$ cat src/timer_consts.vh
// How it works
// - three identical timer instances, each with own counter, compares, interrupts, pins
// - each timer flags compare A and compare P matches separately
// - counter runs freely from selected clock, compared against comparators continuously
// - a match may clear the counter and change the output pin
// - two pins per timer, second always inverse of first
// - compare output mode: match sets high, low, or toggles pin
// - pwm mode gives one edge-aligned waveform, duty or period adjustable
// - 3-bit field selects divided system, high internal or sub clock
// - counter and compare a appear as high/low byte pairs
// - compare a low write only fills the shared buffer
// - compare a high write loads high bits and buffered low byte
// - high byte read returns high bits and captures low byte into buffer
// - low byte read returns the buffer, not the live byte
// - buffer moves only on high byte read or compare a low write
// - modes: compare output, timer/counter, pwm output
// - primary output feeds matching led driver channel pwm input
// - 10-bit up-counter; p checks top three bits, a all ten
// - run bit rising clears counter; overflow or selected match also clears
// - mode field 00 compare, 10 pwm, 11 timer, 01 undefined
// - p matches at 128-clock multiples; period 000 runs full 1024 counts
`ifndef TIMER_CONSTS_VH
`define TIMER_CONSTS_VH

// ****************************************
// register map, byte addresses per timer
// ****************************************
`define TIMER_COUNT      3
`define TIMER_STRIDE     8'h20
`define OFS_CTRL0        5'h00
`define OFS_CTRL1        5'h04
`define OFS_CNT_LOW      5'h08
`define OFS_CNT_HIGH     5'h0c
`define OFS_CMPA_LOW     5'h10
`define OFS_CMPA_HIGH    5'h14
`define OFS_STATUS       5'h18

// ****************************************
// field positions
// ****************************************
`define C0_PAUSE         7
`define C0_CLK_HI        6
`define C0_CLK_LO        4
`define C0_RUN           3
`define C0_PER_HI        2
`define C0_PER_LO        0
`define C1_MODE_HI       7
`define C1_MODE_LO       6
`define C1_IO_HI         5
`define C1_IO_LO         4
`define C1_INIT          3
`define C1_POL           2
`define C1_CLR_SEL       0
`define ST_MATCH_A       0
`define ST_MATCH_P       1

// ****************************************
// encodings
// ****************************************
`define MODE_CMP         2'h0
`define MODE_PWM         2'h2
`define MODE_TMR         2'h3
`define IO_NONE          2'h0
`define IO_LOW           2'h1
`define IO_HIGH          2'h2
`define IO_TOGGLE        2'h3
`define CK_SYS_DIV4      3'h0
`define CK_SYS           3'h1
`define CK_HI_DIV16      3'h2
`define CK_HI_DIV64      3'h3
`define CK_SUB_A         3'h4
`define CK_SUB_B         3'h5
`define DIV4_MASK        8'h03
`define DIV16_MASK       8'h0f
`define DIV64_MASK       8'h3f
`define CNT_MAX          10'h3ff
`define CNT_ZERO         10'h000
`define PER_FULL         3'h0
`define RESP_OKAY        2'h0
`define RESP_SLVERR      2'h2
`define BYTE_ZERO        8'h00

`endif

$ cat src/compact_timer.v
`include "timer_consts.vh"

module compact_timer (
    // clock and reset
    input  wire        mclk,
    input  wire        rst,
    // clock enables for the counter
    input  wire        tick_sys,
    input  wire        tick_sys_div4,
    input  wire        tick_hi_div16,
    input  wire        tick_hi_div64,
    input  wire        tick_sub,
    // register access, one-cycle strobes
    input  wire        wr_en,
    input  wire        rd_en,
    input  wire [4:0]  offset,
    input  wire [7:0]  wdata,
    output reg  [7:0]  rdata,
    // status
    output reg         match_a_flag,
    output reg         match_p_flag,
    // pins
    output reg         timer_output_pin,
    output reg         timer_output_pin_inverted
);

    reg  [7:0] ctrl0_reg;
    reg  [7:0] ctrl1_reg;
    reg  [9:0] count_reg;
    reg  [9:0] compare_a_value;
    reg  [7:0] low_buffer_reg;
    reg        run_prev_reg;
    reg        out_state_reg;

    wire [2:0] counter_clock_select = ctrl0_reg[`C0_CLK_HI:`C0_CLK_LO];
    wire [2:0] compare_p_period     = ctrl0_reg[`C0_PER_HI:`C0_PER_LO];
    wire [1:0] operating_mode_field = ctrl1_reg[`C1_MODE_HI:`C1_MODE_LO];
    wire [1:0] io_sel               = ctrl1_reg[`C1_IO_HI:`C1_IO_LO];
    wire       clear_source_select  = ctrl1_reg[`C1_CLR_SEL];
    wire       counter_run_control  = ctrl0_reg[`C0_RUN];
    wire       run_rise             = counter_run_control & ~run_prev_reg;

    reg tick;
    always @*
    begin
        case (counter_clock_select)
            `CK_SYS_DIV4: tick = tick_sys_div4;
            `CK_SYS:      tick = tick_sys;
            `CK_HI_DIV16: tick = tick_hi_div16;
            `CK_HI_DIV64: tick = tick_hi_div64;
            `CK_SUB_A:    tick = tick_sub;
            `CK_SUB_B:    tick = tick_sub;
            default:      tick = 1'b0;  // undefined codes freeze the count
        endcase
    end

    wire advance = tick & counter_run_control & ~ctrl0_reg[`C0_PAUSE];
    // p matches on the next count, so period n spans n*128 clocks
    wire [9:0] next_count = count_reg + 10'h001;
    // p compares top three bits, a compares all ten
    wire hit_p = advance && (compare_p_period == `PER_FULL ? count_reg == `CNT_MAX
                                                           : next_count == {compare_p_period, 7'h00});
    wire hit_a = advance && (count_reg == compare_a_value);
    wire overflow = advance && (count_reg == `CNT_MAX);

    // ****************************************
    // counter
    // ****************************************
    // free-running count, clears
    always @(posedge mclk)
    begin
        if (rst)
            count_reg <= `CNT_ZERO;
        else if (run_rise)
            count_reg <= `CNT_ZERO;
        // selected match clears counter, 000 means full overflow
        else if (overflow || (clear_source_select ? hit_a : hit_p))
            count_reg <= `CNT_ZERO;
        else if (advance)
            count_reg <= next_count;
    end

    // ****************************************
    // registers and byte pairing
    // ****************************************
    // byte pairs, buffer moves only on high byte read or compare a low write
    always @(posedge mclk)
    begin
        if (rst)
        begin
            ctrl0_reg       <= `BYTE_ZERO;
            ctrl1_reg       <= `BYTE_ZERO;
            compare_a_value <= `CNT_ZERO;
            low_buffer_reg  <= `BYTE_ZERO;
            run_prev_reg    <= 1'b0;
        end
        else
        begin
            run_prev_reg <= counter_run_control;
            if (wr_en)
            begin
                case (offset)
                    `OFS_CTRL0: ctrl0_reg <= wdata;
                    `OFS_CTRL1: ctrl1_reg <= wdata;
                    `OFS_CMPA_LOW: low_buffer_reg <= wdata;
                    `OFS_CMPA_HIGH: compare_a_value <= {wdata[1:0], low_buffer_reg};
                    default: ;
                endcase
            end
            if (rd_en && offset == `OFS_CNT_HIGH)
                low_buffer_reg <= count_reg[7:0];
            if (rd_en && offset == `OFS_CMPA_HIGH)
                low_buffer_reg <= compare_a_value[7:0];
        end
    end

    // read data, registered one cycle after the strobe
    always @(posedge mclk)
    begin
        if (rst)
            rdata <= `BYTE_ZERO;
        else if (rd_en)
        begin
            case (offset)
                `OFS_CTRL0:     rdata <= ctrl0_reg;
                `OFS_CTRL1:     rdata <= ctrl1_reg;
                `OFS_CNT_LOW:   rdata <= low_buffer_reg;
                `OFS_CMPA_LOW:  rdata <= low_buffer_reg;
                `OFS_CNT_HIGH:  rdata <= {6'h00, count_reg[9:8]};
                `OFS_CMPA_HIGH: rdata <= {6'h00, compare_a_value[9:8]};
                `OFS_STATUS:    rdata <= {6'h00, match_p_flag, match_a_flag};
                default:        rdata <= `BYTE_ZERO;
            endcase
        end
    end

    // ****************************************
    // match flags
    // ****************************************
    // separate sticky flags; set wins over write-one-clear
    wire clr_a = wr_en && offset == `OFS_STATUS && wdata[`ST_MATCH_A];
    wire clr_p = wr_en && offset == `OFS_STATUS && wdata[`ST_MATCH_P];
    always @(posedge mclk)
    begin
        if (rst)
        begin
            match_a_flag <= 1'b0;
            match_p_flag <= 1'b0;
        end
        else
        begin
            match_a_flag <= hit_a | (match_a_flag & ~clr_a);
            match_p_flag <= hit_p | (match_p_flag & ~clr_p);
        end
    end

    // ****************************************
    // output pin logic
    // ****************************************
    // mode dependent output; timer mode holds the pin
    always @(posedge mclk)
    begin
        if (rst)
            out_state_reg <= 1'b0;
        else if (run_rise)
            out_state_reg <= ctrl1_reg[`C1_INIT];
        else
        begin
            case (operating_mode_field)
                `MODE_CMP:
                begin
                    // set, clear or toggle on match a
                    if (hit_a)
                    begin
                        case (io_sel)
                            `IO_LOW:    out_state_reg <= 1'b0;
                            `IO_HIGH:   out_state_reg <= 1'b1;
                            `IO_TOGGLE: out_state_reg <= ~out_state_reg;
                            default:    out_state_reg <= out_state_reg;
                        endcase
                    end
                end
                `MODE_PWM:
                begin
                    // edge aligned: active from period start to duty match
                    case (io_sel)
                        `IO_NONE: out_state_reg <= 1'b0;
                        `IO_LOW:  out_state_reg <= 1'b1;
                        `IO_HIGH:
                        begin
                            if (hit_a)
                                out_state_reg <= 1'b0;
                            else if (count_reg == `CNT_ZERO && advance)
                                out_state_reg <= 1'b1;
                        end
                        default: out_state_reg <= out_state_reg;
                    endcase
                end
                default: out_state_reg <= out_state_reg;
            endcase
        end
    end

    // inverted pair, polarity applied to both
    always @(posedge mclk)
    begin
        if (rst)
        begin
            timer_output_pin          <= 1'b0;
            timer_output_pin_inverted <= 1'b1;
        end
        else
        begin
            timer_output_pin          <= out_state_reg ^ ctrl1_reg[`C1_POL];
            timer_output_pin_inverted <= ~(out_state_reg ^ ctrl1_reg[`C1_POL]);
        end
    end

endmodule

$ cat src/timer_unit.v
`include "timer_consts.vh"

module timer_unit (
    // clock and reset
    input  wire        mclk,
    input  wire        rst,
    // axi4-lite write address
    input  wire [7:0]  s_axi_awaddr,
    input  wire        s_axi_awvalid,
    output reg         s_axi_awready,
    // axi4-lite write data
    input  wire [31:0] s_axi_wdata,
    input  wire [3:0]  s_axi_wstrb,
    input  wire        s_axi_wvalid,
    output reg         s_axi_wready,
    // axi4-lite write response
    output reg  [1:0]  s_axi_bresp,
    output reg         s_axi_bvalid,
    input  wire        s_axi_bready,
    // axi4-lite read address
    input  wire [7:0]  s_axi_araddr,
    input  wire        s_axi_arvalid,
    output reg         s_axi_arready,
    // axi4-lite read data
    output reg  [31:0] s_axi_rdata,
    output reg  [1:0]  s_axi_rresp,
    output reg         s_axi_rvalid,
    input  wire        s_axi_rready,
    // counter clock enables, one-cycle pulses from the clock unit
    input  wire        tick_sys_div4,
    input  wire        tick_hi_div16,
    input  wire        tick_hi_div64,
    input  wire        tick_sub,
    // output pins and led driver feeds
    output wire [2:0]  timer_output_pin,
    output wire [2:0]  timer_output_pin_inverted,
    output reg  [2:0]  led_driver_channel,
    // match flags, levels
    output wire [2:0]  match_a_flag,
    output wire [2:0]  match_p_flag
);

    // ****************************************
    // axi4-lite slave
    // ****************************************
    reg  [7:0]  aw_addr_reg;
    reg  [7:0]  w_data_reg;
    reg         aw_have_reg;
    reg         w_have_reg;
    reg         w_lane_reg;
    reg  [7:0]  ar_addr_reg;
    reg         rd_wait_reg;
    reg         rd_load_reg;
    wire [7:0]  sub_rdata [0:2];

    // unit index: 0..2 valid, 3 and offsets above status unmapped
    function [1:0] unit_of;
        input [7:0] a;
        begin
            unit_of = a[6:5];
        end
    endfunction

    function mapped;
        input [7:0] a;
        begin
            mapped = (a[7] == 1'b0) && (a[6:5] != 2'h3) && (a[4:0] <= `OFS_STATUS) && (a[1:0] == 2'h0);
        end
    endfunction

    wire wr_fire = aw_have_reg && w_have_reg && !s_axi_bvalid;
    wire rd_fire = rd_wait_reg;

    // write channels taken in either order, response after both
    always @(posedge mclk)
    begin
        if (rst)
        begin
            s_axi_awready <= 1'b1;
            s_axi_wready  <= 1'b1;
            s_axi_bvalid  <= 1'b0;
            s_axi_bresp   <= `RESP_OKAY;
            aw_have_reg   <= 1'b0;
            w_have_reg    <= 1'b0;
            aw_addr_reg   <= 8'h00;
            w_data_reg    <= `BYTE_ZERO;
            w_lane_reg    <= 1'b0;
        end
        else
        begin
            if (s_axi_awvalid && s_axi_awready)
            begin
                aw_addr_reg   <= s_axi_awaddr;
                aw_have_reg   <= 1'b1;
                s_axi_awready <= 1'b0;
            end
            if (s_axi_wvalid && s_axi_wready)
            begin
                w_data_reg   <= s_axi_wdata[7:0];
                w_lane_reg   <= s_axi_wstrb[0];  // only the low lane carries data
                w_have_reg   <= 1'b1;
                s_axi_wready <= 1'b0;
            end
            if (wr_fire)
            begin
                s_axi_bvalid <= 1'b1;
                s_axi_bresp  <= mapped(aw_addr_reg) ? `RESP_OKAY : `RESP_SLVERR;
                aw_have_reg  <= 1'b0;
                w_have_reg   <= 1'b0;
            end
            if (s_axi_bvalid && s_axi_bready)
            begin
                s_axi_bvalid  <= 1'b0;
                s_axi_awready <= 1'b1;
                s_axi_wready  <= 1'b1;
            end
        end
    end

    // read: address taken, strobe, byte registered, then rvalid with data
    always @(posedge mclk)
    begin
        if (rst)
        begin
            s_axi_arready <= 1'b1;
            s_axi_rvalid  <= 1'b0;
            s_axi_rresp   <= `RESP_OKAY;
            s_axi_rdata   <= 32'h0000_0000;
            ar_addr_reg   <= 8'h00;
            rd_wait_reg   <= 1'b0;
            rd_load_reg   <= 1'b0;
        end
        else
        begin
            rd_wait_reg <= 1'b0;
            rd_load_reg <= rd_fire;
            if (s_axi_arvalid && s_axi_arready)
            begin
                ar_addr_reg   <= s_axi_araddr;
                s_axi_arready <= 1'b0;
                rd_wait_reg   <= 1'b1;
            end
            // rvalid waits for the unit's registered byte, so data never lags valid
            if (rd_load_reg)
            begin
                s_axi_rvalid <= 1'b1;
                s_axi_rresp  <= mapped(ar_addr_reg) ? `RESP_OKAY : `RESP_SLVERR;
                s_axi_rdata  <= mapped(ar_addr_reg) ? {24'h000000, sub_rdata[unit_of(ar_addr_reg)]} : 32'h0000_0000;
            end
            if (s_axi_rvalid && s_axi_rready)
            begin
                s_axi_rvalid  <= 1'b0;
                s_axi_arready <= 1'b1;
            end
        end
    end

    // ****************************************
    // timer instances
    // ****************************************
    // three identical timers
    genvar i;
    generate
        for (i = 0; i < `TIMER_COUNT; i = i + 1)
        begin : g_unit
            wire sel_w = wr_fire && w_lane_reg && mapped(aw_addr_reg) && unit_of(aw_addr_reg) == i;
            wire sel_r = rd_fire && mapped(ar_addr_reg) && unit_of(ar_addr_reg) == i;
            compact_timer u_timer (
                .mclk                      (mclk),
                .rst                       (rst),
                .tick_sys                  (1'b1),
                .tick_sys_div4             (tick_sys_div4),
                .tick_hi_div16             (tick_hi_div16),
                .tick_hi_div64             (tick_hi_div64),
                .tick_sub                  (tick_sub),
                .wr_en                     (sel_w),
                .rd_en                     (sel_r),
                .offset                    (sel_w ? aw_addr_reg[4:0] : ar_addr_reg[4:0]),
                .wdata                     (w_data_reg),
                .rdata                     (sub_rdata[i]),
                .match_a_flag              (match_a_flag[i]),
                .match_p_flag              (match_p_flag[i]),
                .timer_output_pin          (timer_output_pin[i]),
                .timer_output_pin_inverted (timer_output_pin_inverted[i])
            );
        end
    endgenerate

    // primary output feeds the led driver channel
    always @(posedge mclk)
    begin
        if (rst)
            led_driver_channel <= 3'h0;
        else
            led_driver_channel <= timer_output_pin;
    end

endmodule

$ cat config.mk
export PLATFORM = sky130hd
export DESIGN_NAME = timer_unit
export DESIGN_NICKNAME = d
export VERILOG_FILES = /design/src/compact_timer.v /design/src/timer_unit.v
export VERILOG_INCLUDE_DIRS = /design/src
export SDC_FILE = /design/constraint.sdc
export NUM_CORES = 1
export LEC_CHECK = 0
export BUFFER_PORTS_ARGS = -buffer_cell sky130_fd_sc_hd__buf_2
export CAP_MARGIN = 20
export CORE_MARGIN = 2
export CORE_UTILIZATION = 35
export CTS_CLUSTER_DIAMETER = 80
export DETAILED_ROUTE_END_ITERATION = 6
export GPL_ROUTABILITY_DRIVEN = 1
export PLACE_DENSITY = 0.56
export SYNTH_ARGS = -nofsm -noshare
export SYNTH_HDL_FRONTEND = slang
export SYNTH_SLANG_ARGS = --single-unit
$ cat constraint.sdc
create_clock -name mclk -period 3.7 [get_ports mclk]
set_input_delay 0.74 -clock mclk [delete_from_list [all_inputs] [get_ports mclk]]
set_output_delay 0.74 -clock mclk [all_outputs]
set_load 0.005 [all_outputs]
# Word level (Yosys, flattened, before mapping)
# Cells that the tools add are included.
# totals
wordCells,342
input_bits,63
output_inout_bits,56
regBits,247
# op_classes
n_lt_le_gt_ge,3
n_eq_ne,72
bitwise,45
n_reduce_logical,111
n_mux,55
n_addsub,3
# ops
cell,count
8-bit case mux with 6 select lines,3
8-bit 2-to-1 mux,15
10-bit equality test,6
1-bit logical AND,49
5-bit equality test (second input constant),9
10-bit by 1-bit adder with 10-bit output (second input constant),3
10-bit equality test (second input constant),3
5-bit by 4-bit equality test with 1-bit output (second input constant),6
10-bit logical NOT,3
5-bit by 2-bit != test with 1-bit output (second input constant),6
3-bit nonzero test,9
2-bit AND reduction,12
2-bit equality test (second input constant),11
2-bit logical NOT,10
1-bit NOT,20
1-bit 2-to-1 mux,19
3-bit by 2-bit equality test with 1-bit output (second input constant),6
3-bit equality test (second input constant),6
3-bit logical NOT,6
1-bit case mux with 3 select lines,6
2-bit OR reduction,9
8-bit binary-select mux with 2-bit select,1
1-bit bitwise AND,15
5-bit by 3-bit equality test with 1-bit output (second input constant),3
19 further kinds,53

# Logic depth before layout (Yosys ltp)
# Gate-level depths: netlist of run 1.
# depth
depth_word,13
depth_mapped,10
ltp_nobuf,8

# Cells and area by module
# Synthesis of run 1 repeated with hierarchy kept, for this count alone.
# hier_totals
hier_cells,1410
hier_area_um2,11663.7
# by_module_without_submodules
mod,cells_each,instances,seq_area_each_um2,area_each_um2
compact_timer (g_unit[0].u_timer ...),378,2,1161.1,3108.0
compact_timer (g_unit[2].u_timer),382,1,1161.1,3159.3
timer_unit,272,1,940.9,2288.4

# Least setup slack after synthesis of run 1
# OpenSTA, ideal clock, no wires.
# synth_path
kind,input-to-reg
from,in tick_sys_div4
to,reg g_unit[0].u_timer.out_state_reg
n_path_buf,0
path_slack_ps,1385
required_ps,3638
stages,7
arrival_time_ps,2253
setup_ps,62
path_cell_list,nor3_1 -> a21oi_1 -> o211ai_1 -> nor2_1 -> o211a_1 -> or4b_2 -> nand3_1
# synth_between
elab_chain_cells,8
word_cells_on_any_way,12
cone_classes,eq/ne: 2; mux: 5; bitwise: 2; reduce/logical: 3
# synth_lines
element,line,rtl
start: declaration,timer_unit.v:30,"input wire tick_sys_div4,"
1-bit case mux with 5 select lines *,compact_timer.v:46,case (counter_clock_select)
1-bit bitwise AND * (2 in series),compact_timer.v:57,wire advance = tick & counter_run_control & ~ctrl0_reg[`C0_PAUSE];
1-bit logical AND,compact_timer.v:63,wire hit_a = advance && (count_reg == compare_a_value);
1-bit 2-to-1 mux,compact_timer.v:191,if (hit_a)
1-bit case mux with 3 select lines,compact_timer.v:186,case (io_sel)
1-bit case mux with 2 select lines,compact_timer.v:169,case (operating_mode_field)
1-bit 2-to-1 mux,compact_timer.v:165,else if (run_rise)
end signal: assignment,compact_timer.v:166,out_state_reg <= ctrl1_reg[`C1_INIT];
end signal: assignment,compact_timer.v:196,default: out_state_reg <= out_state_reg;
end signal: assignment,compact_timer.v:199,default: out_state_reg <= out_state_reg;
end: declaration,compact_timer.v:33,reg out_state_reg;
# Mark *: on every way between the ends. The rest lies on a longest branch, timed or not.
# A chain may end at the register's enable or synchronous reset.

# Worst setup path after layout of run 1
# layout_path
from,reg aw_addr_reg[7]
to,reg g_unit[1].u_timer.rdata[2]
# layout_between
elab_chain_cells,10
word_cells_on_any_way,16
cone_classes,eq/ne: 6; mux: 2; bitwise: 1; reduce/logical: 7
# layout_lines
element,line,rtl
start: declaration,timer_unit.v:46,reg [7:0] aw_addr_reg;
start signal: assignment,timer_unit.v:93,aw_addr_reg <= s_axi_awaddr;
1-bit NOT *,timer_unit.v:67,mapped = (a[7] == 1'b0) && (a[6:5] != 2'h3) && (a[4:0] <= `OFS_STATUS) && (a[1:0] == 2'h0);
1-bit logical AND * (3 in series),timer_unit.v:67,
1-bit logical AND * (2 in series),timer_unit.v:166,wire sel_w = wr_fire && w_lane_reg && mapped(aw_addr_reg) && unit_of(aw_addr_reg) == i;
5-bit 2-to-1 mux *,timer_unit.v:178,".offset (sel_w ? aw_addr_reg[4:0] : ar_addr_reg[4:0]),"
5-bit by 4-bit equality test with 1-bit output or 5-bit equality test (tied branches),compact_timer.v:124,case (offset)
2-bit OR reduction (no line),--,
8-bit case mux with 6 select lines *,compact_timer.v:124,
end signal: assignment,compact_timer.v:125,`OFS_CTRL0: rdata <= ctrl0_reg;
end signal: assignment,compact_timer.v:126,`OFS_CTRL1: rdata <= ctrl1_reg;
end signal: assignment,compact_timer.v:127,`OFS_CNT_LOW: rdata <= low_buffer_reg;
end: declaration,compact_timer.v:18,"output reg [7:0] rdata,"
# Marks and branches as above.

==> flow_metrics.env, run 1 <==
export IMPL_status="finished clean"
export IMPL_insertion_delay_ns=0.53
export IMPL_finalInstanceArea_um2=12700
export IMPL_skew_ns=0.00831
export IMPL_cp_max_fo=9
export IMPL_remaining_drc_errors=0
export IMPL_vias=9949
export IMPL_cp_arrival_ns=3.23
export IMPL_cts_repair_resized=0
export IMPL_final_period_utilization_pct=75.3
export IMPL_min_period_ns=2.79
export IMPL_placed_area_um2=11800
export IMPL_cts_hold_buf=0
export IMPL_worstReg2RegStart="aw_addr_reg[7]$_SDFFE_PP0P_"
export IMPL_grt_setup_unrepaired="no"
export IMPL_endpoint_kind="flop"
export IMPL_syn2layout_area_growth_pct=11.9
export IMPL_synthMuxAreaShare_pct=5.86
export IMPL_cpPeakStageDelay_ns=0.41
export IMPL_r2r_end="g_unit[1].u_timer.rdata[2]$_SDFFE_PP0P_"
export IMPL_gp_congestion=0.898
export IMPL_grt_pass1_vias=9011
export IMPL_post_drt_wl_per_cell_um=18.2
export IMPL_overflow=0
export IMPL_hp_class="primary input to flop"
export IMPL_synth_top_cell_by_area="dfxtp_1"
export IMPL_synthTopCellsByArea="dfxtp_1 (39%), mux2i_1 (5.6%), nand2_1 (5.1%)"
export IMPL_crit_type="flop to flop"
export IMPL_cp_buffers_inverters=0
export IMPL_cts_root_buf="clkbuf_16"
export IMPL_finalHoldViolCount=0
export IMPL_grt_use_total_pct=19.4
export IMPL_path_cells="nor3_1, and2_1, and3_1, nand2_2, o21ai_1, a222oi_1, a211oi_1"
export IMPL_start_util_pct=35.8
export IMPL_cts_sinks=221
export IMPL_cap_violations=0
export IMPL_vias_per_cell=5.43
export IMPL_synth_xor_area_share_pct=5.01
export IMPL_crit_family="simple AND/OR/NAND/NOR gates"
export IMPL_wirelength_um=33300
export IMPL_dp_hpwl_um=23300
export IMPL_ios=119
export IMPL_synth_most_common_cell="dfxtp_1"
export IMPL_synthAdderAreaFrac_pct=2.09
export IMPL_layout_nets=1460
export IMPL_crit_path_start_kind="flop"
export IMPL_synth_seq_cells=221
export IMPL_cts_tree="built"
export IMPL_slew_violations=0
export IMPL_synthSimpleGateAreaFrac_pct=22.2
export IMPL_syn_avg_cell_area_um2=8.29
export IMPL_synthArstFlopShare_pct=0
export IMPL_post_cts_buffers=0
export IMPL_io_buffers=65
export IMPL_worst_slew_pin_slew_ns=0.918
export IMPL_tns_ns=0
export IMPL_core_area_um2=31800
export IMPL_clkTransAtPathRegs_ns=0.06
export IMPL_grt_pass1_wl_um=52200
export IMPL_required_ns=4.15
export IMPL_syn_area_um2=11400
export IMPL_antenna_found_initial=0
export IMPL_die_w_um=184
export IMPL_diodes=0
export IMPL_chipHeight_um=184
export IMPL_synthCells=1372
export IMPL_worstHoldEndpoint="s_axi_wready$_SDFFE_PP1P_"
export IMPL_min_from="s_axi_wvalid"
export IMPL_yosys_top_cells_count="dfxtp_1 (221), nand2_1 (153), nor2_1 (125), a21oi_1 (103), clkbuf_1 (68)"
export IMPL_fmax_ghz=0.359
export IMPL_rrSetupSlack_ns=0.91
export IMPL_drt_initial_drc_count=868
export IMPL_synth_top_family_by_area="simple AND/OR/NAND/NOR gates"
export IMPL_drt_pass1_iterations=7
export IMPL_ant_nets=0
export IMPL_grt_max_degree=93
export IMPL_synth_flop_cell="dfxtp_1"
export IMPL_yosys_area_top_type_share_pct=38.9
export IMPL_synth_compound_area_share_pct=18.9
export IMPL_synthDistinctLibCells=76
export IMPL_slew_headroom_pct=37.1
export IMPL_numCtsBuffers=26
export IMPL_peakVddDrop_mv=0.364
export IMPL_whs_path_depth=2
export IMPL_p_per_area_nw_per_um2=426
export IMPL_die_area_um2=33900
export IMPL_cts_buffer_depth=3
export IMPL_synth_edf_count=0
export IMPL_ys_seq_area_share_pct=38.9
export IMPL_yosys_warnings=0
export IMPL_std_cell_rows=65
export IMPL_crit_path_top_delay_cell="o21ai_1"
export IMPL_p_leak_nw=4.96
export IMPL_h_tree_depth=1
export IMPL_drive_gt1_share_pct=10.7
export IMPL_setup_viol=0
export IMPL_reg2reg_depth=7
stage by stage:
step	hold slack, ns	power, mW	cells	util [%]	setup WS [ns]
2_1_floorplan	0.432	2.72	1397	-	1.39
3_3_place_gp	0.444	2.81	1785	37.2	1.02
3_5_place_dp	0.451	2.82	1785	37.2	1.01
4_1_cts	0.397	5.46	1831	40.0	0.961
5_1_grt	0.414	5.60	1831	40.0	0.694
6_report	0.416	5.42	1831	40.0	0.912
layout by cell type, fill, tap and decap left out, types with 4 or more instances in the layout:
cell / n
clkbuf_8: 7
clkbuf_16: 27
nor2_1: 125
a21o_1: 6
xor2_1: 35
or4_1: 4
conb_1: 26
a221oi_1: 5
nor3_1: 42
o21ai_0: 40
ha_1: 19
a31oi_1: 6
o21bai_1: 6
xnor2_1: 30
nand3_1: 64
and3_1: 14
or3_1: 8
nand4_1: 13
and2_1: 12
o21ai_1: 5
nor4_1: 9
a22oi_1: 27
a211oi_1: 27
a221o_1: 22
and4_1: 5
a311oi_1: 5
buf_4: 24
a222oi_1: 22
nand2_1: 153
nand2b_1: 5
inv_1: 28
mux2i_1: 64
a22o_1: 6
a21oi_1: 103
buf_2: 64
o211ai_1: 5
nor2b_1: 42
dfxtp_1: 221
clkinv_2: 4
how the worst max path moves through the flow:
stage	start	slack [ns]	endpoint	cells after the start
after floorplan	tick_sys_div4	1.39	g_unit[0].u_timer.out_state_reg$_SDFFE_PP0P_	7
after global placement	aw_addr_reg[7]$_SDFFE_PP0P_	1.02	g_unit[2].u_timer.rdata[6]$_SDFFE_PP0P_	7
after detailed placement	aw_addr_reg[3]$_SDFFE_PP0P_	1.01	g_unit[2].u_timer.rdata[0]$_SDFFE_PP0P_	7
after CTS	aw_addr_reg[7]$_SDFFE_PP0P_	0.96	g_unit[1].u_timer.rdata[4]$_SDFFE_PP0P_	7
after global routing	aw_addr_reg[3]$_SDFFE_PP0P_	0.69	g_unit[2].u_timer.rdata[0]$_SDFFE_PP0P_	7
final	aw_addr_reg[7]$_SDFFE_PP0P_	0.91	g_unit[1].u_timer.rdata[2]$_SDFFE_PP0P_	7
kinds of logic after synthesis:
family / Yosys count
simple gates: 523
other cells: 1
xor+xnor: 65
mux: 66
flops: 221
fa+ha+maj: 19
compound gates: 313
buf+inv: 164
layout make-up:
cell class	instances	area, um2
tap	435	544
inverter	28	105
clock buffer	37	783
multi-input combinational	1012	6250
fill	3286	19100
timing repair buffer	89	512
sequential	221	4420
clock inverter	9	104
per-layer routing:
metal | vias up | wire (um) | share of wire, % | GRT usage (%)
li1 | 4850 | - | - | -
met1 | 4711 | 16300 | 49 | 29.1
met2 | 338 | 14100 | 42 | 29.3
met3 | 50 | 2200 | 6.6 | 2.85
met4 | 0 | 674 | 2.0 | 4.16
met5 | - | 0 | 0 | 0
power breakdown:
part	leakage (nW)	internal (mW)	switching (mW)
combinational	2.74	0.0893	0.203
clock	0.435	1.61	1.04
sequential	1.79	2.41	0.0663
total	4.96	4.11	1.31
(Power assumes the default switching activity.)
==> run 2, diff against run 1 <==
--- a/config.mk
+++ b/config.mk
@@ -6,6 +6,7 @@
 export SDC_FILE = /design/constraint.sdc
 export NUM_CORES = 1
 export LEC_CHECK = 0
+export ABC_AREA = 1
 export BUFFER_PORTS_ARGS = -buffer_cell sky130_fd_sc_hd__buf_2
 export CAP_MARGIN = 20
 export CORE_MARGIN = 2
==> constraint.sdc (replaced) <==
create_clock -name mclk -period 2.65 [get_ports mclk]
set_input_delay 0.53 -clock mclk [delete_from_list [all_inputs] [get_ports mclk]]
set_output_delay 0.53 -clock mclk [all_outputs]
set_load 0.005 [all_outputs]
==> run 2 against run 1 <==
  * Area after synthesis grew 4.7%
  * Sequential power grew 38%
  * Register-to-register slack got worse by 0.70 ns
  * Clock skew is 0.0031 ns higher
  * Setup slack worse by 0.70 ns
  * Combinational power up 120%
  * Via count is 16% higher
  * Sequential cell count is the same
  * Critical path depth increased by 6
  * Synthesized cell count is 28% higher
  * Clock-buffer cell count decreased by 3
  * Wire length is 11% higher
  * Largest power group unchanged
  * Highest routed layer unchanged
==> flow_metrics.env, run 2 <==
export IMPL_status="finished clean"
export IMPL_synthTopCellsByArea="dfxtp_1 (37%), nand2_1 (12%), o21ai_0 (6.8%)"
export IMPL_required_ns=3.12
export IMPL_multi_input_area_um2=6270
export IMPL_yosys_warnings=0
export IMPL_die_area_um2=35500
export IMPL_clkTransAtPathRegs_ns=0.06
export IMPL_grt_setup_unrepaired="no"
export IMPL_overflow=0
export IMPL_regArea_um2=4420
export IMPL_die_w_um=188
export IMPL_numCtsBuffers=27
export IMPL_setup_viol=0
export IMPL_insertion_delay_ns=0.54
export IMPL_ant_nets=0
export IMPL_worstHoldEndpoint="s_axi_arready$_SDFFE_PP1P_"
export IMPL_skew_ns=0.0115
export IMPL_gp_congestion=0.901
export IMPL_drt_pass1_iterations=6
export IMPL_io_buffers=65
export IMPL_synth_most_common_cell="nand2_1"
export IMPL_hp_class="primary input to flop"
export IMPL_crit_path_start_kind="flop"
export IMPL_ios=119
export IMPL_synthCells=1760
export IMPL_reg2reg_depth=13
export IMPL_slew_headroom_pct=61.8
export IMPL_cts_tree="built"
export IMPL_synthArstFlopShare_pct=0
export IMPL_mostFrequentLayoutCells="nand2_1 (392), dfxtp_1 (221), inv_1 (198), nor2_1 (178), o21ai_0 (162)"
export IMPL_p_leak_nw=5.93
export IMPL_dp_hpwl_um=27200
export IMPL_core_area_um2=33500
export IMPL_cts_buffer_depth=3
export IMPL_cts_root_buf="clkbuf_16"
export IMPL_vias=11500
export IMPL_std_cell_rows=67
export IMPL_worst_slew_pin_slew_ns=0.572
export IMPL_chipHeight_um=188
export IMPL_cp_arrival_ns=2.91
export IMPL_start_util_pct=35.5
export IMPL_synth_seq_cells=221
export IMPL_cts_hold_buf=0
export IMPL_drive_gt1_share_pct=12.9
export IMPL_synth_top_cell_by_area="dfxtp_1"
export IMPL_top_layer="met4"
export IMPL_syn_area_um2=11900
export IMPL_grt_use_total_pct=20.6
export IMPL_min_from="s_axi_rready"
export IMPL_diodes=0
export IMPL_whs_path_depth=3
export IMPL_h_tree_depth=1
export IMPL_p_per_area_nw_per_um2=585
export IMPL_fillers=3524
export IMPL_synthSimpleGateAreaFrac_pct=31.6
export IMPL_synth_edf_count=0
export IMPL_synth_top_family_by_area="simple AND/OR/NAND/NOR gates"
export IMPL_yosys_area_top_type_share_pct=37.2
export IMPL_syn2layout_area_growth_pct=16.4
export IMPL_timing_hold_ws_ns=0.231
export IMPL_min_period_ns=2.44
export IMPL_synth_xor_area_share_pct=2.66
export IMPL_wl_met3_um=1990
export IMPL_grt_pass1_vias=10700
export IMPL_syn_avg_cell_area_um2=6.76
export IMPL_synthDistinctLibCells=47
export IMPL_tns_ns=0
export IMPL_peakVddDrop_mv=0.415
export IMPL_yosys_top_cells_count="nand2_1 (396), dfxtp_1 (221), inv_1 (199), nor2_1 (178), o21ai_0 (162)"
export IMPL_synth_compound_area_share_pct=15.4
export IMPL_synth_flop_cell="dfxtp_1"
export IMPL_synthMuxAreaShare_pct=0
export IMPL_slew_violations=0
export IMPL_crit_type="flop to flop"
export IMPL_cts_sinks=221
export IMPL_ys_seq_area_share_pct=37.2
export IMPL_vias_per_cell=4.97
export IMPL_wirelength_um=36900
export IMPL_met1Wirelength_um=16700
export IMPL_finalHoldViolCount=0
export IMPL_grt_pass1_wl_um=58600
export IMPL_grt_max_degree=69
export IMPL_post_drt_wl_per_cell_um=15.9
export IMPL_cp_max_fo=13
export IMPL_layout_nets=1931
export IMPL_antenna_found_initial=0
export IMPL_wl_met2_um=17000
export IMPL_final_period_utilization_pct=92.2
export IMPL_worstReg2RegStart="aw_addr_reg[0]$_SDFFE_PP0P_"
export IMPL_synthAdderAreaFrac_pct=2.00
export IMPL_r2r_end="g_unit[2].u_timer.rdata[5]$_SDFFE_PP0P_"
export IMPL_fmax_ghz=0.409
export IMPL_remaining_drc_errors=0
export IMPL_endpoint_kind="flop"
export IMPL_rrSetupSlack_ns=0.21
export IMPL_cap_violations=0
export IMPL_final_common_cell="nand2_1"
export IMPL_drt_initial_drc_count=918
-- run 2: changes by cell type after synthesis, moves of 22 or more --
cell,before,now
clkbuf_1,68,30
a22oi_1,27,0
a211oi_1,27,3
o21ai_0,40,162
a222oi_1,22,0
a221o_1,22,0
nand4_1,13,46
a21oi_1,103,145
nand3_1,64,124
mux2i_1,64,0
nor2_1,125,178
inv_1,28,199
nand2_1,153,396
nor2b_1,42,0
-- run 2: area by class of cell --
class	count	share of cell area, %
Multi-Input combinational cell	1265	45.3
Sequential cell	221	31.9
Timing Repair Buffer	124	6.09
Inverter	210	5.69
Clock buffer	34	5.50
Tap cell	448	4.05
Clock inverter	14	1.47
-- run 2: worst max-delay path: stages, from the launching register on --
cell	delay (ns)
dfxtp_1	0.31
nor2_1	0.14
nand3_2	0.14
nor2_8	0.18
buf_12	0.15
nand4_1	0.22
nand2_4	0.19
buf_4	0.17
inv_1	0.07
nand2_1	0.11
nand2_1	0.15
nor2_1	0.21
o21ai_0	0.16
a21oi_1	0.15
-- run 2: logic make-up after synthesis --
group	Yosys count
other cells	1
flops	221
xor+xnor	33
compound gates	348
buf+inv	299
simple gates	839
fa+ha+maj	19
-- run 2: worst max path at each step --
stage	startpoint	end	slack, ns	depth (start not counted)
after detailed placement	s_axi_bvalid$_SDFFE_PP0N_	g_unit[2].u_timer.ctrl1_reg[4]$_SDFFE_PP0P_	0.08	11
after global placement	s_axi_bvalid$_SDFFE_PP0N_	g_unit[2].u_timer.ctrl1_reg[6]$_SDFFE_PP0P_	0.12	11
after CTS	s_axi_bvalid$_SDFFE_PP0N_	g_unit[2].u_timer.ctrl1_reg[4]$_SDFFE_PP0P_	0.06	11
after floorplan	s_axi_bvalid$_SDFFE_PP0N_	g_unit[1].u_timer.low_buffer_reg[4]$_SDFFE_PP0P_	0.65	13
after global routing	aw_addr_reg[0]$_SDFFE_PP0P_	g_unit[2].u_timer.rdata[5]$_SDFFE_PP0P_	0.0004	13
final	aw_addr_reg[0]$_SDFFE_PP0P_	g_unit[2].u_timer.rdata[5]$_SDFFE_PP0P_	0.21	13
-- run 2: power by group --
part           leakage (nW)  switching [mW]  internal, mW
combinational          3.67           0.460         0.192
clock                 0.476            1.51          2.51
sequential             1.79          0.0647          3.37
total                  5.93            2.03          6.07
-- run 2: metrics by stage --
stage | std cells | total power [mW] | setup slack (ns) | instance area, um2 | util [%]
6_report | 2316 | 8.10 | 0.208 | 13800 | 41.3
5_1_grt | 2316 | 8.41 | 0.000432 | 13800 | 41.3
4_1_cts | 2309 | 8.14 | 0.0623 | 13700 | 40.9
3_5_place_dp | 2261 | 4.12 | 0.0769 | 12800 | 38.0
3_3_place_gp | 2261 | 4.12 | 0.115 | 12800 | 38.0
2_1_floorplan | 1785 | 3.90 | 0.647 | 12000 | -
-- run 2: metal layers --
| metal | global-route usage, % | up-vias |
|---|---|---|
| met5 | 0 | - |
| met4 | 6.40 | 0 |
| met3 | 2.83 | 59 |
| met2 | 34.2 | 287 |
| met1 | 27.7 | 5316 |
| li1 | - | 5858 |
-- run 2: what timing repair did --
item | CTS | global route
gates resized for setup | 0 | 7
setup buffers | 0 | 7
setup endpoints to repair | 0 | 84
==> run 3, diff against run 2 <==
--- a/config.mk
+++ b/config.mk
@@ -6,7 +6,6 @@
 export SDC_FILE = /design/constraint.sdc
 export NUM_CORES = 1
 export LEC_CHECK = 0
-export ABC_AREA = 1
 export BUFFER_PORTS_ARGS = -buffer_cell sky130_fd_sc_hd__buf_2
 export CAP_MARGIN = 20
 export CORE_MARGIN = 2
==> run 3 against run 2 <==
  * The run now ends with design-rule violations left
  * Via count shrank 12%
  * Critical path depth is 6 lower
  * Global-route usage down 0.69 points
  * Sequential power barely moved
  * Clock-buffer cell count grew 5
  * Total power fell by 6.8%
  * Combinational power decreased by 31%
  * Die area fell by 4.4%
  * Fmax is 0.92% higher
  * Non-clock buffer count grew 15
  * Critical endpoint is now g_unit[0].u_timer.rdata[1]$_SDFFE_PP0P_
  * Highest routed layer unchanged
==> flow_metrics.env, run 3 (synthesized netlist as in run 1, its figures left out) <==
export IMPL_vias=10100
export IMPL_ios=119
export IMPL_crit_path_top_delay_cell="mux2_2"
export IMPL_tns_ns=0
export IMPL_hp_class="primary input to flop"
export IMPL_fmax_ghz=0.413
export IMPL_endpoint_kind="flop"
export IMPL_crit_path_start_kind="flop"
export IMPL_dp_hpwl_um=24300
export IMPL_finalHoldViolCount=0
export IMPL_slew_violations=0
export IMPL_p_per_area_nw_per_um2=577
export IMPL_multi_input_area_um2=6250
export IMPL_min_period_ns=2.42
export IMPL_drt_initial_drc_count=948
export IMPL_die_area_um2=33900
export IMPL_core_area_um2=31800
export IMPL_drive_gt1_share_pct=13.7
export IMPL_post_cts_buffers=0
export IMPL_cap_violations=0
export IMPL_antenna_found_initial=0
export IMPL_worst_slew_pin_slew_ns=1.03
export IMPL_ant_nets=0
export IMPL_cpPeakStageDelay_ns=0.42
export IMPL_cp_arrival_ns=2.86
export IMPL_chipHeight_um=184
export IMPL_h_tree_depth=1
export IMPL_vias_per_cell=5.37
export IMPL_status="complete, but fails checks"
export IMPL_fin_cells=1881
export IMPL_cts_root_buf="clkbuf_16"
export IMPL_die_w_um=184
export IMPL_grt_max_degree=67
export IMPL_diodes=0
export IMPL_remaining_drc_errors=15
export IMPL_grt_use_total_pct=19.9
export IMPL_crit_type="flop to flop"
export IMPL_gp_congestion=0.897
export IMPL_clkTransAtPathRegs_ns=0.06
export IMPL_numCtsBuffers=25
export IMPL_grt_pass1_vias=9282
export IMPL_drt_pass1_iterations=7
export IMPL_insertion_delay_ns=0.55
export IMPL_violations="design-rule violations"
export IMPL_final_common_cell="dfxtp_1"
export IMPL_std_cell_rows=65
export IMPL_mostFrequentLayoutCells="dfxtp_1 (221), nand2_1 (153), nor2_1 (125), a21oi_1 (103), buf_4 (73)"
export IMPL_p_leak_nw=5.22
export IMPL_overflow=0
export IMPL_fillers=3307
export IMPL_post_drt_wl_per_cell_um=18.1
export IMPL_regArea_um2=4420
export IMPL_grt_setup_unrepaired="no"
export IMPL_dp_cells=1835
export IMPL_required_ns=3.08
export IMPL_cts_buffer_depth=3
export IMPL_start_util_pct=35.8
export IMPL_cts_tree="built"
export IMPL_cts_sinks=221
export IMPL_skew_ns=0.0318
export IMPL_layout_nets=1509
export IMPL_setup_viol=0
export IMPL_final_period_utilization_pct=91.3
export IMPL_final_core_util_pct=41.2
export IMPL_syn2layout_area_growth_pct=15.2
export IMPL_grt_pass1_wl_um=53100
export IMPL_io_buffers=65
export IMPL_wirelength_um=34000
export IMPL_cp_common_cell="nor3_1"
export IMPL_peakVddDrop_mv=0.472
export IMPL_slew_headroom_pct=31.0
export IMPL_cp_max_fo=8
export IMPL_path_cells="nor3_1, and2_1, nand2_2, mux2_2, a222oi_1, and3_1, nor3_1"
-- run 3: cell count changes in the layout (fill, tap and decap cells not counted), sizes merged, moves of 65 or more --
| cell | change |
|---|---|
| mux2i | +65 |
| inv | -178 |
| nor2 | -79 |
| nand3 | -69 |
| nand2 | -250 |
| o21ai | -125 |
-- run 3: path summary, 6_finish.rpt --
check	start	endpoint	slack, ns	depth (start not counted)
worst max-delay path	aw_addr_reg[7]$_SDFFE_PP0P_	g_unit[0].u_timer.rdata[1]$_SDFFE_PP0P_	0.23	7
worst min-delay path	s_axi_wvalid	s_axi_wready$_SDFFE_PP1P_	0.19	2
worst max register to register	aw_addr_reg[7]$_SDFFE_PP0P_	g_unit[0].u_timer.rdata[1]$_SDFFE_PP0P_	0.23	7
worst min register to register	aw_addr_reg[7]$_SDFFE_PP0P_	aw_addr_reg[7]$_SDFFE_PP0P_	0.46	2
-- run 3: area by class of cell --
type / instances / area share (%)
multi-input cells: 1012 / 47.8
flip-flops and latches: 221 / 33.8
repair buffers: 139 / 6.87
clock buffers: 39 / 5.87
well taps: 435 / 4.16
inverters: 28 / 0.803
clock inverters: 7 / 0.764
-- run 3: timing repair --
action	in CTS	in global routing
gates resized for setup	0	1
hold buffers	0	0
setup endpoints to repair	0	10
-- run 3: critical path, delay by kind of cell, from the launching register on --
kind	cells	cell delay (ns)
AOI/OAI and AO/OA	1	0.36
and+or+nand+nor	5	1.22
muxes	1	0.42
DFF	1	0.31
-- run 3: through the flow --
step | power [mW] | area (um2) | setup WS, ns | hold WS, ns
after floorplan | 3.79 | 11500 | 0.451 | 0.432
after global placement | 3.96 | 12200 | 0.249 | 0.440
after detailed placement | 3.96 | 12200 | 0.240 | 0.451
after CTS | 7.60 | 13100 | 0.225 | 0.184
after global routing | 7.80 | 13100 | 0.0176 | 0.213
final | 7.55 | 13100 | 0.230 | 0.194
-- run 3: metal layers --
| metal | share of wire, % | track usage (%) | routed length (um) |
|---|---|---|---|
| met4 | 2.1 | 5.06 | 707 |
| met1 | 49 | 29.9 | 16800 |
| met3 | 6.7 | 2.49 | 2280 |
| met5 | 0 | 0 | 0 |
| met2 | 42 | 29.8 | 14200 |
-- run 3: power breakdown --
| part | internal (mW) | switching [mW] |
|---|---|---|
| registers | 3.37 | 0.0788 |
| clock network | 2.19 | 1.46 |
| logic | 0.147 | 0.302 |
